==> src/shared/ltc_pkg.sv <==
// constants for the transceiver host control port
// assumes straps arrive as two-bit level codes from a three-level pin sensor
package ltc_pkg;
  // three-level strap codes
  localparam logic [1:0] STRAP_LOW = 2'h0;
  localparam logic [1:0] STRAP_OPEN = 2'h1;
  localparam logic [1:0] STRAP_HIGH = 2'h2;

  // serial word layout, one byte each, lsb first
  localparam int BYTE_W = 8;
  localparam int ADDR_W = 6;
  localparam int RW_BIT = 0;
  localparam int SEL_LSB = 1;
  localparam int SEL_MSB = 6;
  localparam logic [2:0] LAST_BIT = 3'h7;

  // register indices on register_select_bits
  localparam logic [5:0] ADDR_PERF_STATUS = 6'h08;
  localparam logic [5:0] ADDR_TRANSITION = 6'h09;
  localparam logic [5:0] ADDR_IRQ_CLEAR = 6'h0a;
  localparam logic [5:0] ADDR_CONTROL_ONE = 6'h10;
  localparam logic [5:0] ADDR_DIAG_CTRL = 6'h11;

  // field positions
  localparam int PERF_W = 6;
  localparam int BIT_ES_OVER = 6;
  localparam int BIT_ES_UNDER = 7;
  localparam int CR1_UNIPOLAR = 4;
  localparam int CR1_ZERO_SUB = 5;
  localparam int DIAG_W = 4;
  localparam int DIAG_INS_BPV = 4;
  localparam int DIAG_INS_LER = 5;

  // reset values
  localparam logic [7:0] CONTROL_ONE_RST = 8'h00;
  localparam logic [7:0] DIAG_CTRL_RST = 8'h00;
  localparam logic [7:0] IRQ_CLEAR_RST = 8'h00;
  localparam logic [7:0] BYTE_ZERO = 8'h00;

  typedef enum logic [1:0] {
    LTC_IDLE = 2'b00,
    LTC_CMD = 2'b01,
    LTC_DATA = 2'b10,
    LTC_DONE = 2'b11
  } ltc_state_e;
endpackage

==> src/logic/ltc_ctrl.sv <==
// host control port, strap decode and latched interrupt of the line transceiver
// assumes receive path and status sources run on sys_clk; straps, serial pins
// and the recovered line clock come from outside and are synchronised here
module ltc_ctrl (
  input wire logic sys_clk_i,
  input wire logic arst_n_i,
  input wire logic [1:0] mode_strap_i,
  input wire logic [1:0] output_float_strap_i,
  input wire logic edge_select_strap_i,
  input wire logic sclk_i,
  input wire logic sel_n_i,
  input wire logic sdi_i,
  output logic serial_out_line_o,
  output logic serial_out_oe_o,
  input wire logic rclk_i,
  input wire logic rx_pos_i,
  input wire logic rx_neg_i,
  input wire logic rx_data_i,
  input wire logic rx_bpv_i,
  output logic recv_pos_rail_o,
  output logic recv_neg_rail_o,
  output logic recv_data_o,
  output logic bipolar_violation_o,
  input wire logic bipolar_violation_pin_i,
  input wire logic logic_error_insert_pin_i,
  input wire logic [ltc_pkg::DIAG_W-1:0] diag_pins_i,
  input wire logic [ltc_pkg::PERF_W-1:0] perf_status_i,
  input wire logic es_overflow_evt_i,
  input wire logic es_underflow_evt_i,
  output logic irq_n_o,
  output logic irq_n_oe_o,
  output logic host_mode_o,
  output logic outputs_float_o,
  output logic unipolar_o,
  output logic ami_code_o,
  output logic zero_sub_code_o,
  output logic [ltc_pkg::DIAG_W-1:0] diag_sel_o,
  output logic bpv_insert_o,
  output logic ler_insert_o
);
  import ltc_pkg::*;

  function automatic logic [ADDR_W-1:0] reg_select(input logic [BYTE_W-1:0] cmd);
    reg_select = cmd[SEL_MSB:SEL_LSB];
  endfunction

  // two-flop synchronisers; stage one feeds only stage two
  logic [1:0] mode_s1, mode_s2, float_s1, float_s2;
  logic edge_s1, edge_s2;
  logic [DIAG_W-1:0] diag_s1, diag_s2;
  logic bpvp_s1, bpvp_s2, lerp_s1, lerp_s2;
  logic sclk_s1, sclk_s2, sclk_d, sel_s1, sel_s2, sdi_s1, sdi_s2;
  logic rclk_s1, rclk_s2, rclk_d;

  always_ff @(posedge sys_clk_i or negedge arst_n_i) begin
    if (!arst_n_i) begin
      mode_s1 <= STRAP_LOW;
      mode_s2 <= STRAP_LOW;
      float_s1 <= STRAP_LOW;
      float_s2 <= STRAP_LOW;
      edge_s1 <= 1'b0;
      edge_s2 <= 1'b0;
      diag_s1 <= '0;
      diag_s2 <= '0;
      bpvp_s1 <= 1'b0;
      bpvp_s2 <= 1'b0;
      lerp_s1 <= 1'b0;
      lerp_s2 <= 1'b0;
    end else begin
      mode_s1 <= mode_strap_i;
      mode_s2 <= mode_s1;
      float_s1 <= output_float_strap_i;
      float_s2 <= float_s1;
      edge_s1 <= edge_select_strap_i;
      edge_s2 <= edge_s1;
      diag_s1 <= diag_pins_i;
      diag_s2 <= diag_s1;
      bpvp_s1 <= bipolar_violation_pin_i;
      bpvp_s2 <= bpvp_s1;
      lerp_s1 <= logic_error_insert_pin_i;
      lerp_s2 <= lerp_s1;
    end
  end

  always_ff @(posedge sys_clk_i or negedge arst_n_i) begin
    if (!arst_n_i) begin
      sclk_s1 <= 1'b0;
      sclk_s2 <= 1'b0;
      sclk_d <= 1'b0;
      sel_s1 <= 1'b1;
      sel_s2 <= 1'b1;
      sdi_s1 <= 1'b0;
      sdi_s2 <= 1'b0;
      rclk_s1 <= 1'b0;
      rclk_s2 <= 1'b0;
      rclk_d <= 1'b0;
    end else begin
      sclk_s1 <= sclk_i;
      sclk_s2 <= sclk_s1;
      sclk_d <= sclk_s2;
      sel_s1 <= sel_n_i;
      sel_s2 <= sel_s1;
      sdi_s1 <= sdi_i;
      sdi_s2 <= sdi_s1;
      rclk_s1 <= rclk_i;
      rclk_s2 <= rclk_s1;
      rclk_d <= rclk_s2;
    end
  end

  logic host, float_all, edge_hi;
  assign host = (mode_s2 == STRAP_HIGH);
  assign float_all = (float_s2 == STRAP_HIGH);
  assign edge_hi = host & edge_s2;

  logic sclk_rise, sclk_fall, rclk_rise, rclk_fall, out_edge, rx_edge;
  assign sclk_rise = sclk_s2 & ~sclk_d;
  assign sclk_fall = ~sclk_s2 & sclk_d;
  assign rclk_rise = rclk_s2 & ~rclk_d;
  assign rclk_fall = ~rclk_s2 & rclk_d;
  assign out_edge = edge_hi ? sclk_rise : sclk_fall;
  assign rx_edge = edge_hi ? rclk_fall : rclk_rise;

  // serial word engine
  ltc_state_e state;
  logic [2:0] bit_cnt;
  logic [BYTE_W-1:0] cmd_sr, wr_sr, rd_sr;
  logic cmd_done, wr_done, rd_load, wr_fire, in_read;
  logic [BYTE_W-1:0] cmd_full;
  assign cmd_full = {sdi_s2, cmd_sr[BYTE_W-1:1]};
  assign cmd_done = (state == LTC_CMD) & sclk_rise & (bit_cnt == LAST_BIT);
  assign rd_load = cmd_done & cmd_full[RW_BIT] & host;
  assign wr_done = (state == LTC_DATA) & sclk_rise & (bit_cnt == LAST_BIT);
  assign wr_fire = wr_done & ~cmd_sr[RW_BIT] & host;
  // read drive holds past the last bit until select is released
  assign in_read = ((state == LTC_DATA) | (state == LTC_DONE)) & cmd_sr[RW_BIT];

  always_ff @(posedge sys_clk_i or negedge arst_n_i) begin
    if (!arst_n_i) begin
      state <= LTC_IDLE;
      bit_cnt <= '0;
      cmd_sr <= BYTE_ZERO;
      wr_sr <= BYTE_ZERO;
    end else if (sel_s2) begin
      state <= LTC_IDLE;
      bit_cnt <= '0;
    end else begin
      case (state)
        LTC_IDLE: begin
          state <= LTC_CMD;
          bit_cnt <= '0;
        end
        LTC_CMD: begin
          if (sclk_rise) begin
            cmd_sr <= cmd_full;
            bit_cnt <= bit_cnt + 3'h1;
            if (bit_cnt == LAST_BIT) begin
              state <= LTC_DATA;
            end
          end
        end
        LTC_DATA: begin
          if (sclk_rise) begin
            wr_sr <= {sdi_s2, wr_sr[BYTE_W-1:1]};
            bit_cnt <= bit_cnt + 3'h1;
            if (bit_cnt == LAST_BIT) begin
              state <= LTC_DONE;
            end
          end
        end
        // word complete: further clocks are ignored until select is released
        LTC_DONE: state <= LTC_DONE;
        default: state <= LTC_IDLE;
      endcase
    end
  end

  // registers
  logic [7:0] ctrl_one, diag_ctrl, irq_clear, transition_status_reg, pend;
  logic [PERF_W-1:0] perf_prev;
  logic [7:0] evt, wdata, rd_mux, tsr_clr, pend_clr;
  logic [ADDR_W-1:0] wsel;
  assign wdata = {sdi_s2, wr_sr[BYTE_W-1:1]};
  assign wsel = reg_select(cmd_sr);

  always_comb begin
    rd_mux = BYTE_ZERO;
    case (reg_select(cmd_full))
      ADDR_PERF_STATUS: rd_mux = {{(8-PERF_W){1'b0}}, perf_status_i};
      ADDR_TRANSITION: rd_mux = transition_status_reg;
      ADDR_IRQ_CLEAR: rd_mux = irq_clear;
      ADDR_CONTROL_ONE: rd_mux = ctrl_one;
      ADDR_DIAG_CTRL: rd_mux = diag_ctrl;
      default: rd_mux = BYTE_ZERO;
    endcase
  end

  always_ff @(posedge sys_clk_i or negedge arst_n_i) begin
    if (!arst_n_i) begin
      ctrl_one <= CONTROL_ONE_RST;
      diag_ctrl <= DIAG_CTRL_RST;
      irq_clear <= IRQ_CLEAR_RST;
    end else if (wr_fire) begin
      case (wsel)
        ADDR_CONTROL_ONE: ctrl_one <= wdata;
        ADDR_DIAG_CTRL: diag_ctrl <= wdata;
        ADDR_IRQ_CLEAR: irq_clear <= wdata;
        default: ;
      endcase
    end
  end

  // events: transitions of perf status and elastic store flags
  always_comb begin
    evt = BYTE_ZERO;
    evt[PERF_W-1:0] = perf_status_i ^ perf_prev;
    evt[BIT_ES_OVER] = es_overflow_evt_i;
    evt[BIT_ES_UNDER] = es_underflow_evt_i;
  end

  assign tsr_clr = (rd_load && reg_select(cmd_full) == ADDR_TRANSITION) ? 8'hff : BYTE_ZERO;
  // cleared only where the transition status bit has already been read clear
  assign pend_clr = (wr_fire && wsel == ADDR_IRQ_CLEAR) ? (wdata & ~transition_status_reg) : BYTE_ZERO;

  always_ff @(posedge sys_clk_i or negedge arst_n_i) begin
    if (!arst_n_i) begin
      perf_prev <= '0;
      transition_status_reg <= BYTE_ZERO;
      pend <= BYTE_ZERO;
    end else begin
      perf_prev <= perf_status_i;
      // set wins over a read-clear in the same cycle
      transition_status_reg <= (transition_status_reg & ~tsr_clr) | evt;
      pend <= (pend & ~pend_clr) | (evt & ~irq_clear);
    end
  end

  // serial read data
  logic out_armed;
  always_ff @(posedge sys_clk_i or negedge arst_n_i) begin
    if (!arst_n_i) begin
      rd_sr <= BYTE_ZERO;
      out_armed <= 1'b0;
      serial_out_line_o <= 1'b0;
    end else if (rd_load) begin
      rd_sr <= rd_mux;
      out_armed <= 1'b1;
    end else if (!in_read) begin
      out_armed <= 1'b0;
    end else if (out_edge && out_armed) begin
      serial_out_line_o <= rd_sr[0];
      rd_sr <= {1'b0, rd_sr[BYTE_W-1:1]};
    end
  end
  assign serial_out_oe_o = in_read & host & ~float_all;

  // receive outputs on the selected recovered clock edge
  always_ff @(posedge sys_clk_i or negedge arst_n_i) begin
    if (!arst_n_i) begin
      recv_pos_rail_o <= 1'b0;
      recv_neg_rail_o <= 1'b0;
      recv_data_o <= 1'b0;
      bipolar_violation_o <= 1'b0;
    end else if (rx_edge) begin
      recv_pos_rail_o <= rx_pos_i;
      recv_neg_rail_o <= rx_neg_i;
      recv_data_o <= rx_data_i;
      bipolar_violation_o <= rx_bpv_i;
    end
  end

  // open-drain: value fixed low, only the enable moves
  assign irq_n_o = 1'b0;
  assign irq_n_oe_o = host & (|pend) & ~float_all;

  // option decode
  logic uni_hw, zs_hw;
  assign uni_hw = (mode_s2 == STRAP_OPEN) | (float_s2 == STRAP_OPEN);
  assign zs_hw = (mode_s2 == STRAP_OPEN);
  assign host_mode_o = host;
  assign outputs_float_o = float_all;
  assign unipolar_o = host ? ctrl_one[CR1_UNIPOLAR] : uni_hw;
  assign zero_sub_code_o = host ? ctrl_one[CR1_ZERO_SUB] : zs_hw;
  assign ami_code_o = unipolar_o & ~zero_sub_code_o;
  assign diag_sel_o = host ? diag_ctrl[DIAG_W-1:0] : diag_s2;
  // pins win whenever the data path is unipolar, register only in host bipolar
  assign bpv_insert_o = (host & ~unipolar_o) ? diag_ctrl[DIAG_INS_BPV] : bpvp_s2;
  assign ler_insert_o = (host & ~unipolar_o) ? diag_ctrl[DIAG_INS_LER] : lerp_s2;
endmodule

==> config.mk <==
export PLATFORM = sky130hd
export DESIGN_NAME = ltc_ctrl
export DESIGN_NICKNAME = d
export VERILOG_FILES = /design/src/shared/ltc_pkg.sv /design/src/logic/ltc_ctrl.sv
export SDC_FILE = /design/constraint.sdc
export NUM_CORES = 1
export LEC_CHECK = 0
export ABC_CLOCK_PERIOD_IN_PS = 2800
export BUFFER_PORTS_ARGS = -buffer_cell sky130_fd_sc_hd__buf_2
export CAP_MARGIN = 20
export CORE_ASPECT_RATIO = 0.75
export CORE_UTILIZATION = 45
export DETAILED_ROUTE_END_ITERATION = 6
export GPL_ROUTABILITY_DRIVEN = 0
export PLACE_DENSITY = 0.69
export SLEW_MARGIN = 40
export SYNTH_ARGS = -nofsm -noshare
export SYNTH_HDL_FRONTEND = slang
export SYNTH_SLANG_ARGS = --single-unit
==> constraint.sdc <==
create_clock -name sys_clk_i -period 2.8 [get_ports sys_clk_i]
set_clock_uncertainty 0.05 [all_clocks]
set_input_delay 0.56 -clock sys_clk_i [delete_from_list [all_inputs] [get_ports sys_clk_i]]
set_output_delay 0.56 -clock sys_clk_i [all_outputs]
set_load 0.02 [all_outputs]
==> results of run 1 <==
-- power breakdown --
group          switching (mW)  leakage, nW  internal, mW
Combinational           0.276        0.938         0.216
Sequential              0.120         1.37          1.72
Clock                   0.629        0.157         0.723
-- critical path, cell delays in order, from the launching register on --
cell and delay [ps]:
dfrtp_1 410, nand2b_1 200, buf_4 190, clkinv_1 270, nand2_1 150, o21ai_0 120, nor2b_1 120, buf_2 170
-- worst paths after layout --
check | startpoint | depth (start not counted) | end | slack (ps)
max in group asynchronous | arst_n_i | 2 | sel_s2 | 1920
min | arst_n_i | 1 | rd_sr[2] | 150
max | mode_s2[0] | 7 | ami_code_o | 210
max reg2reg | bit_cnt[0] | 6 | diag_ctrl[1] | 250
min in group sys_clk_i | sel_n_i | 1 | sel_s1 | 250
min reg2reg | lerp_s1 | 0 | lerp_s2 | 300
-- final cells by class --
type / count / area (sq um)
inverters: 7 / 26.3
repair buffers: 55 / 325
clock buffers: 9 / 225
multi-input cells: 224 / 1750
fillers: 842 / 4420
well taps: 132 / 165
clock inverters: 7 / 95.1
flip-flops and latches: 112 / 2810
-- cell usage after synthesis, drive strengths merged --
cell,n,share of area
nand2,39,0.032
or4b,3,0.0073
clkbuf,3,0.0024
xnor2,8,0.015
nor3,4,0.0089
conb,1,0.00081
buf,4,0.0081
a22o,2,0.0038
a31o,1,0.0019
o211ai,1,0.0016
ha,7,0.019
a21oi,4,0.0043
clkinv,1,0.00081
nor4,4,0.0068
dfrtp,110,0.59
a22oi,14,0.023
nand2b,5,0.0068
a222oi,2,0.0043
nor2b,4,0.0054
nand3b,12,0.019
o22ai,1,0.0014
inv,6,0.0049
nor2,10,0.0081
nor3b,4,0.0087
or3,1,0.0014
o31ai,2,0.0032
and2,1,0.0014
a2bb2oi,7,0.013
o2bb2ai,6,0.011
a211oi,1,0.0016
nand4,1,0.0014
nand3,5,0.0054
a21o,10,0.016
mux2,49,0.13
o21ai,13,0.014
dfstp,2,0.011
mux2i,1,0.0022
or4,1,0.0024
-- routing by layer --
| layer | up-vias | global-route usage | routed length (um) |
|---|---|---|---|
| met5 | - | 0 | 0 |
| met4 | 0 | 0.0654 | 153 |
| met3 | 14 | 0.0565 | 490 |
| met2 | 81 | 0.285 | 4260 |
| met1 | 1502 | 0.294 | 4800 |
| li1 | 1373 | - | - |
-- stage by stage --
step,area (sq um),std cells,setup slack [ps],util,hold slack [ps]
CTS,5390,546,219,0.549,161
detailed placement,5070,530,282,0.517,286
finish,5390,546,214,0.549,151
global placement,5070,530,349,0.517,281
global route,5390,546,50.9,0.549,190
floorplan,4630,350,483,-,214
-- logic make-up after synthesis --
| kind of cell | synth area share |
|---|---|
| other | 0.000810 |
| muxes | 0.128 |
| DFF | 0.606 |
| AOI/OAI and AO/OA | 0.0998 |
| and+or+nand+nor | 0.115 |
| buffers and inverters | 0.0162 |
| adders and majority gates | 0.0189 |
| xor gates and xnor gates | 0.0151 |
-- layout by cell type (no fill, tap or decap), drive strengths merged, types with 5 or more instances in the layout --
cell and instances:
o2bb2ai 6, ha 7, nor2 10, nand2 39
a21o 10, o21ai 13, dfrtp 110, nand3 5
nand3b 12, buf 55, a2bb2oi 7, xnor2 8
a22oi 14, nand2b 5, inv 10, clkbuf 9
mux2 49
==> metrics.yaml, run 1 <==
vias: 2970
rsz0062_at_grt: "no"
post-route-period-util: 0.924
std_cell_rows: 31
drt-initial-drc-count: 200
status: "finished, final reports clean"
hold_violations: 0
initial_utilization: 0.472
grt_pass1_vias: 3048
firstDrtPassIters: 5
cts_htree_levels: 3
finalSetupViolations: 0
layout-drive-gt1-share: 0.321
crit_type: "reg -> out"
synth.avg_cell_area_sq_um: 13.2
ys_seq_area_frac: 0.606
wire_per_inst_um: 17.8
end_kind: "primary output"
grt_use_total: 0.200
relSlewSlack: 0.487
grt_max_degree: 43
start_kind: "register"
synth_cell_types: 45
synthesis.area_sq_um: 4630
ir_worst_vdd_mv: 0.354
grt_pass1_wl_mm: 16.3
cp.arrival_ps: 1980
die_area_sq_um: 10700
setup_tns_ps: 0
tightest_slew_ps: 767
clkTransAtPathRegs_ps: 70
cap_violations: 0
syn_inst: 350
cellPowerDensity_nw_per_um2: 683
hpwl_mm: 6.93
remaining_drc_errors: 0
cp_max_fo: 10
slew_viol_final: 0
clockBufferDepth: 2
die_h_um: 89.8
cts-root-buf: "clkbuf_16"
totalWireLength_mm: 9.71
power_leakage_nw: 2.47
ys_ff_latch: 112
cts_resized: 0
antenna_found_initial: 0
cts_setup_buffers: 0
cts_tree: "built"
layout.nets: 445
syn-num-nets: 386
die-width_um: 119
grt_overflow_total: 0
vias_per_cell: 5.44
hp-class: "in -> async"
portBuffers: 46
core_area_sq_um: 9810
cts_hold_buffers: 0
fmax_mhz: 387
num_antenna_cells: 0
synthToLayoutAreaGrowth_pct: 16.5
ant_nets: 0
io_pins: 48
clock_latency_ps: 360
cts_buffers: 9
required_ps: 2190
synth_warnings: 0
cts_sinks: 112
p_total_mw: 3.68
fin_crit_ps: 2590
(Power assumes the default switching activity.)
==> run 2: changes to the inputs <==
--- a/config.mk
+++ b/config.mk
@@ -7,12 +7,11 @@
 export LEC_CHECK = 0
 export ABC_CLOCK_PERIOD_IN_PS = 2800
 export BUFFER_PORTS_ARGS = -buffer_cell sky130_fd_sc_hd__buf_2
-export CAP_MARGIN = 20
 export CORE_ASPECT_RATIO = 0.75
 export CORE_UTILIZATION = 45
 export DETAILED_ROUTE_END_ITERATION = 6
 export GPL_ROUTABILITY_DRIVEN = 0
-export PLACE_DENSITY = 0.69
+export PLACE_DENSITY = 0.65
 export SLEW_MARGIN = 40
 export SYNTH_ARGS = -nofsm -noshare
 export SYNTH_HDL_FRONTEND = slang
==> metrics.yaml, run 2 (synthesis gave the netlist of run 1 again) <==
layout.nets: 446  # +0.22%
cp_max_fo: 10  # unchanged
rsz0062_at_grt: "no"
cts_htree_levels: 3  # unchanged
drt-initial-drc-count: 205  # +2.5%
totalWireLength_mm: 9.25  # -4.7%
grt_pass1_vias: 3025  # -0.75%
setup_tns_ps: 0  # unchanged
finalSetupViolations: 0  # unchanged
r2r_cells: 6  # unchanged
wire_per_inst_um: 16.9  # -4.8%
die-width_um: 119  # unchanged
grt_use_total: 0.190  # -0.0106
core_area_sq_um: 9810  # unchanged
end_kind: "primary output"
antenna_found_initial: 0  # unchanged
cts_sinks: 112  # unchanged
cap_violations: 0  # unchanged
remaining_drc_errors: 0  # unchanged
fmax_mhz: 388  # +0.35%
cp.arrival_ps: 1970  # about the same
firstDrtPassIters: 5  # unchanged
cp_top_family: "buffers and inverters"
final_cell_mix: "110 x dfrtp_1, 45 x buf_2, 41 x mux2_2"
portBuffers: 46  # unchanged
grt_max_degree: 41  # -4.7%
post-route-period-util: 0.921  # -0.00320
hpwl_mm: 6.61  # -4.6%
start_kind: "register"
cp.depth: 7  # unchanged
vias: 2933  # -1.2%
slew_viol_final: 0  # unchanged
layout-drive-gt1-share: 0.323  # +0.00164
final_common_cell: "dfrtp_1"
initial_utilization: 0.472  # unchanged
synthToLayoutAreaGrowth_pct: 15.7
grt_overflow_total: 0  # unchanged
die_h_um: 89.8  # unchanged
setup_slack_ps: 223  # +8.97 ps
die_area_sq_um: 10700  # unchanged
tightest_slew_ps: 700  # -66.3 ps
grt_pass1_wl_mm: 15.6  # -3.9%
crit_type: "reg -> out"
hold_violations: 0  # unchanged
hp-class: "in -> async"
clkTransAtPathRegs_ps: 70  # about the same
cellPowerDensity_nw_per_um2: 662  # -3.0%
crit_path_top_delay_cell: "dfrtp_1"
clock_latency_ps: 350  # about the same
cts_buffers: 9  # unchanged
fin_crit_ps: 2580  # -8.97 ps
cts_setup_buffers: 0  # unchanged
placed_cells: 531  # +0.19%
io_pins: 48  # unchanged
path_cells: "nand2b_1 -> buf_4 -> clkinv_1 -> nand2_1 -> o21ai_0 -> nor2b_1 -> buf_2"
pre_cts_slack_ps: 272  # -10.1 ps
relSlewSlack: 0.531  # +0.0444
critical-path-max-stage-delay_ps: 410  # about the same
layout.cells.non_filler: 547  # +0.18%
vias_per_cell: 5.36  # -1.4%
power_leakage_nw: 2.46  # -0.48%
crit_buf_inv: 3  # unchanged
std_cell_rows: 31  # unchanged
ant_nets: 0  # unchanged
cts_hold_buffers: 0  # unchanged
required_ps: 2190  # about the same
cts-root-buf: "clkbuf_16"
ir_worst_vdd_mv: 0.340  # -4.0%
whs_ps: 147  # -3.90 ps
num_antenna_cells: 0  # unchanged
clockBufferDepth: 2  # unchanged
status: "finished, final reports clean"
cts_resized: 0  # unchanged
cts_tree: "built"
[run 2: changes by cell type in the layout (fill, tap and decap cells not counted)]
cell / delta
buf_12: -1
buf_4: +2
bufinv_16: -1
clkinv_2: +2
clkinv_4: -1
inv_6: +1
inv_8: -1
[run 2: layer usage]
metal,track usage,share of wire,vias up
met5,0,0,-
li1,-,-,1380
met3,0.0463,0.048,4
met1,0.276,0.49,1489
met4,0.0549,0.0064,0
met2,0.281,0.46,60
[run 2: worst register-to-register path, cell delays in order, from the launching register on]
cell	delay [ps]
dfrtp_1	380
ha_1	170
ha_1	190
nand3b_1	110
or4b_4	530
or3_1	600
mux2_4	380
[run 2: area by class of cell]
class,count,area [sq um]
clock buffers,9,225
clock inverters,7,63.8
fillers,839,4460
inverters,7,26.3
multi-input cells,224,1750
flip-flops and latches,112,2810
well taps,132,165
repair buffers,56,320
[run 2: metrics by stage]
step	instance area, sq um	total power, mW	util
final	5350	3.55	0.545
after floorplan	4630	2.15	-
after detailed placement	5060	2.34	0.516
after CTS	5350	3.59	0.545
after global placement	5060	2.33	0.516
after global routing	5350	3.72	0.545
[run 2: worst paths after layout]
path,from,to,slack [ps]
worst max-delay path,mode_s2[0],ami_code_o,220
worst min-delay path,arst_n_i,irq_clear[0],150
worst max register to register,bit_cnt[0],diag_ctrl[7],260
worst min register to register,diag_s1[0],diag_s2[0],300
max in group asynchronous,arst_n_i,pend[7],1880
min in group sys_clk_i,sel_n_i,sel_s1,250
[run 2: power by group]
| group | switching (mW) | internal, mW | total (mW) |
|---|---|---|---|
| Combinational | 0.273 | 0.215 | 0.488 |
| Clock | 0.607 | 0.624 | 1.23 |
| Sequential | 0.110 | 1.72 | 1.83 |
==> run 3: changes to the inputs <==
--- a/config.mk
+++ b/config.mk
@@ -12,6 +12,7 @@
 export DETAILED_ROUTE_END_ITERATION = 6
 export GPL_ROUTABILITY_DRIVEN = 0
 export PLACE_DENSITY = 0.65
+export SETUP_SLACK_MARGIN = 0.3
 export SLEW_MARGIN = 40
 export SYNTH_ARGS = -nofsm -noshare
 export SYNTH_HDL_FRONTEND = slang
==> metrics.yaml, run 3 (synthesis gave the netlist of run 1 again) <==
status: "finished, final reports clean"
die-width_um: 119  # unchanged
firstDrtPassIters: 4  # -1
fin_crit_ps: 2380  # -194 ps
grt_use_met2: 0.281  # unchanged
synthToLayoutAreaGrowth_pct: 16.1
vias: 2952  # +0.65%
hold_violations: 0  # unchanged
clockBufferDepth: 2  # unchanged
core_area_sq_um: 9810  # unchanged
rsz0062_at_grt: "no"
vias_per_cell: 5.39  # +0.46%
fillers: 839  # unchanged
hpwl_mm: 6.61  # unchanged
final_util: 0.547  # +0.00178
std_cell_rows: 31  # unchanged
num_antenna_cells: 0  # unchanged
r2r_end: "diag_ctrl[7]"
r2r_cells: 6  # unchanged
layout.nets: 447  # +0.22%
finalSetupViolations: 0  # unchanged
busiest_layer: "met2"
p_total_mw: 3.55  # about the same
ant_nets: 0  # unchanged
cellPowerDensity_nw_per_um2: 661  # -0.26%
die_h_um: 89.8  # unchanged
hp-class: "in -> async"
clock_latency_ps: 350  # about the same
pre_cts_slack_ps: 272  # unchanged
use_met1: 0.276  # unchanged
crit_type: "reg -> out"
final_common_cell: "dfrtp_1"
io_pins: 48  # unchanged
remaining_drc_errors: 0  # unchanged
relSlewSlack: 0.532  # +0.00129
setup_tns_ps: 0  # unchanged
cts_tree: "built"
power_leakage_nw: 2.47  # +0.41%
layout-drive-gt1-share: 0.332  # +0.00884
grt_overflow_total: 0  # unchanged
drt-initial-drc-count: 200  # -2.4%
cts_htree_levels: 3  # unchanged
clkTransAtPathRegs_ps: 70  # about the same
setup_slack_ps: 416  # +194 ps
post-route-period-util: 0.851  # -0.0692
antenna_found_initial: 0  # unchanged
cp.arrival_ps: 1770  # -200 ps
wire_per_inst_um: 16.9  # -0.13%
tightest_slew_ps: 698  # -1.93 ps
grt_pass1_vias: 3038  # +0.43%
startpoint: "mode_s2[0]"
worst-r2r-setup-slack_ps: 430  # +170 ps
grt_pass1_wl_mm: 15.7  # +0.22%
ir_worst_vdd_mv: 0.340  # about the same
fmax_mhz: 420  # +8.1%
portBuffers: 46  # unchanged
initial_utilization: 0.472  # unchanged
slew_viol_final: 0  # unchanged
die_area_sq_um: 10700  # unchanged
r2r-start: "bit_cnt[0]"
grt_use_met3: 0.0463  # unchanged
cts_sinks: 112  # unchanged
cts_buffers: 9  # unchanged
grt_use_total: 0.190  # +0.000419
final_cell_mix: "110 x dfrtp_1, 45 x buf_2, 41 x mux2_2"
cap_violations: 0  # unchanged
start_kind: "register"
cp-endpoint: "bpv_insert_o"
cp_max_fo: 7  # -3
totalWireLength_mm: 9.26  # about the same
cts-root-buf: "clkbuf_16"
end_kind: "primary output"
grt_max_degree: 41  # unchanged
required_ps: 2190  # about the same
run 3: cell count changes in the layout (fill, tap and decap cells not counted):
cell	delta
inv_4	+1
or3_4	+1
nor2_1	-1
or3_1	-1
clkinv_1	-1
buf_4	+1
nor2_2	+1
run 3: critical path, cell delays in order (launching register included):
cell and delay [ps]:
dfrtp_1 400, nand2b_1 200, buf_4 200, nor2_2 130, mux2_2 350, buf_2 160
run 3: area by class of cell:
type | instances | area [sq um] | area share
sequential | 112 | 2810 | 0.522
multi-input combinational | 224 | 1750 | 0.327
timing repair buffer | 57 | 328 | 0.0610
clock buffer | 9 | 225 | 0.0419
tap | 132 | 165 | 0.0308
clock inverter | 7 | 63.8 | 0.0119
inverter | 7 | 28.8 | 0.00536
run 3: metrics by stage:
stage          hold slack (ps)  cell area, sq um  cells
6_report                   142              5370    548
5_1_grt                    175              5370    548
4_1_cts                    154              5360    547
3_5_place_dp               285              5060    531
3_3_place_gp               282              5060    531
2_1_floorplan              214              4630    350
run 3: power breakdown:
group          total [mW]  switching [mW]  internal, mW
combinational       0.490           0.274         0.216
clock                1.23           0.607         0.624
sequential           1.83           0.110          1.72
total                3.55           0.991          2.56
run 3: worst min path at each step:
stage / to / slack, ps / cells past startpoint
floorplan: bipolar_violation_o / 210 / 0
global placement: diag_s2[0] / 280 / 0
detailed placement: diag_s2[0] / 280 / 0
CTS: pend[0] / 150 / 1
global route: pend[0] / 170 / 1
finish: cmd_sr[4] / 140 / 1
run 3: timing repair:
item,CTS,global route
gates cloned,0,0
pin swaps,0,0
buffers inserted,0,1
setup endpoints to repair,11,3
resized for setup,2,2
hold buffers,0,0
run 3: per-layer routing:
metal | up-vias | share of wire
met5 | - | 0
met4 | 0 | 0.0080
met3 | 6 | 0.042
met2 | 54 | 0.46
met1 | 1506 | 0.49
li1 | 1386 | -
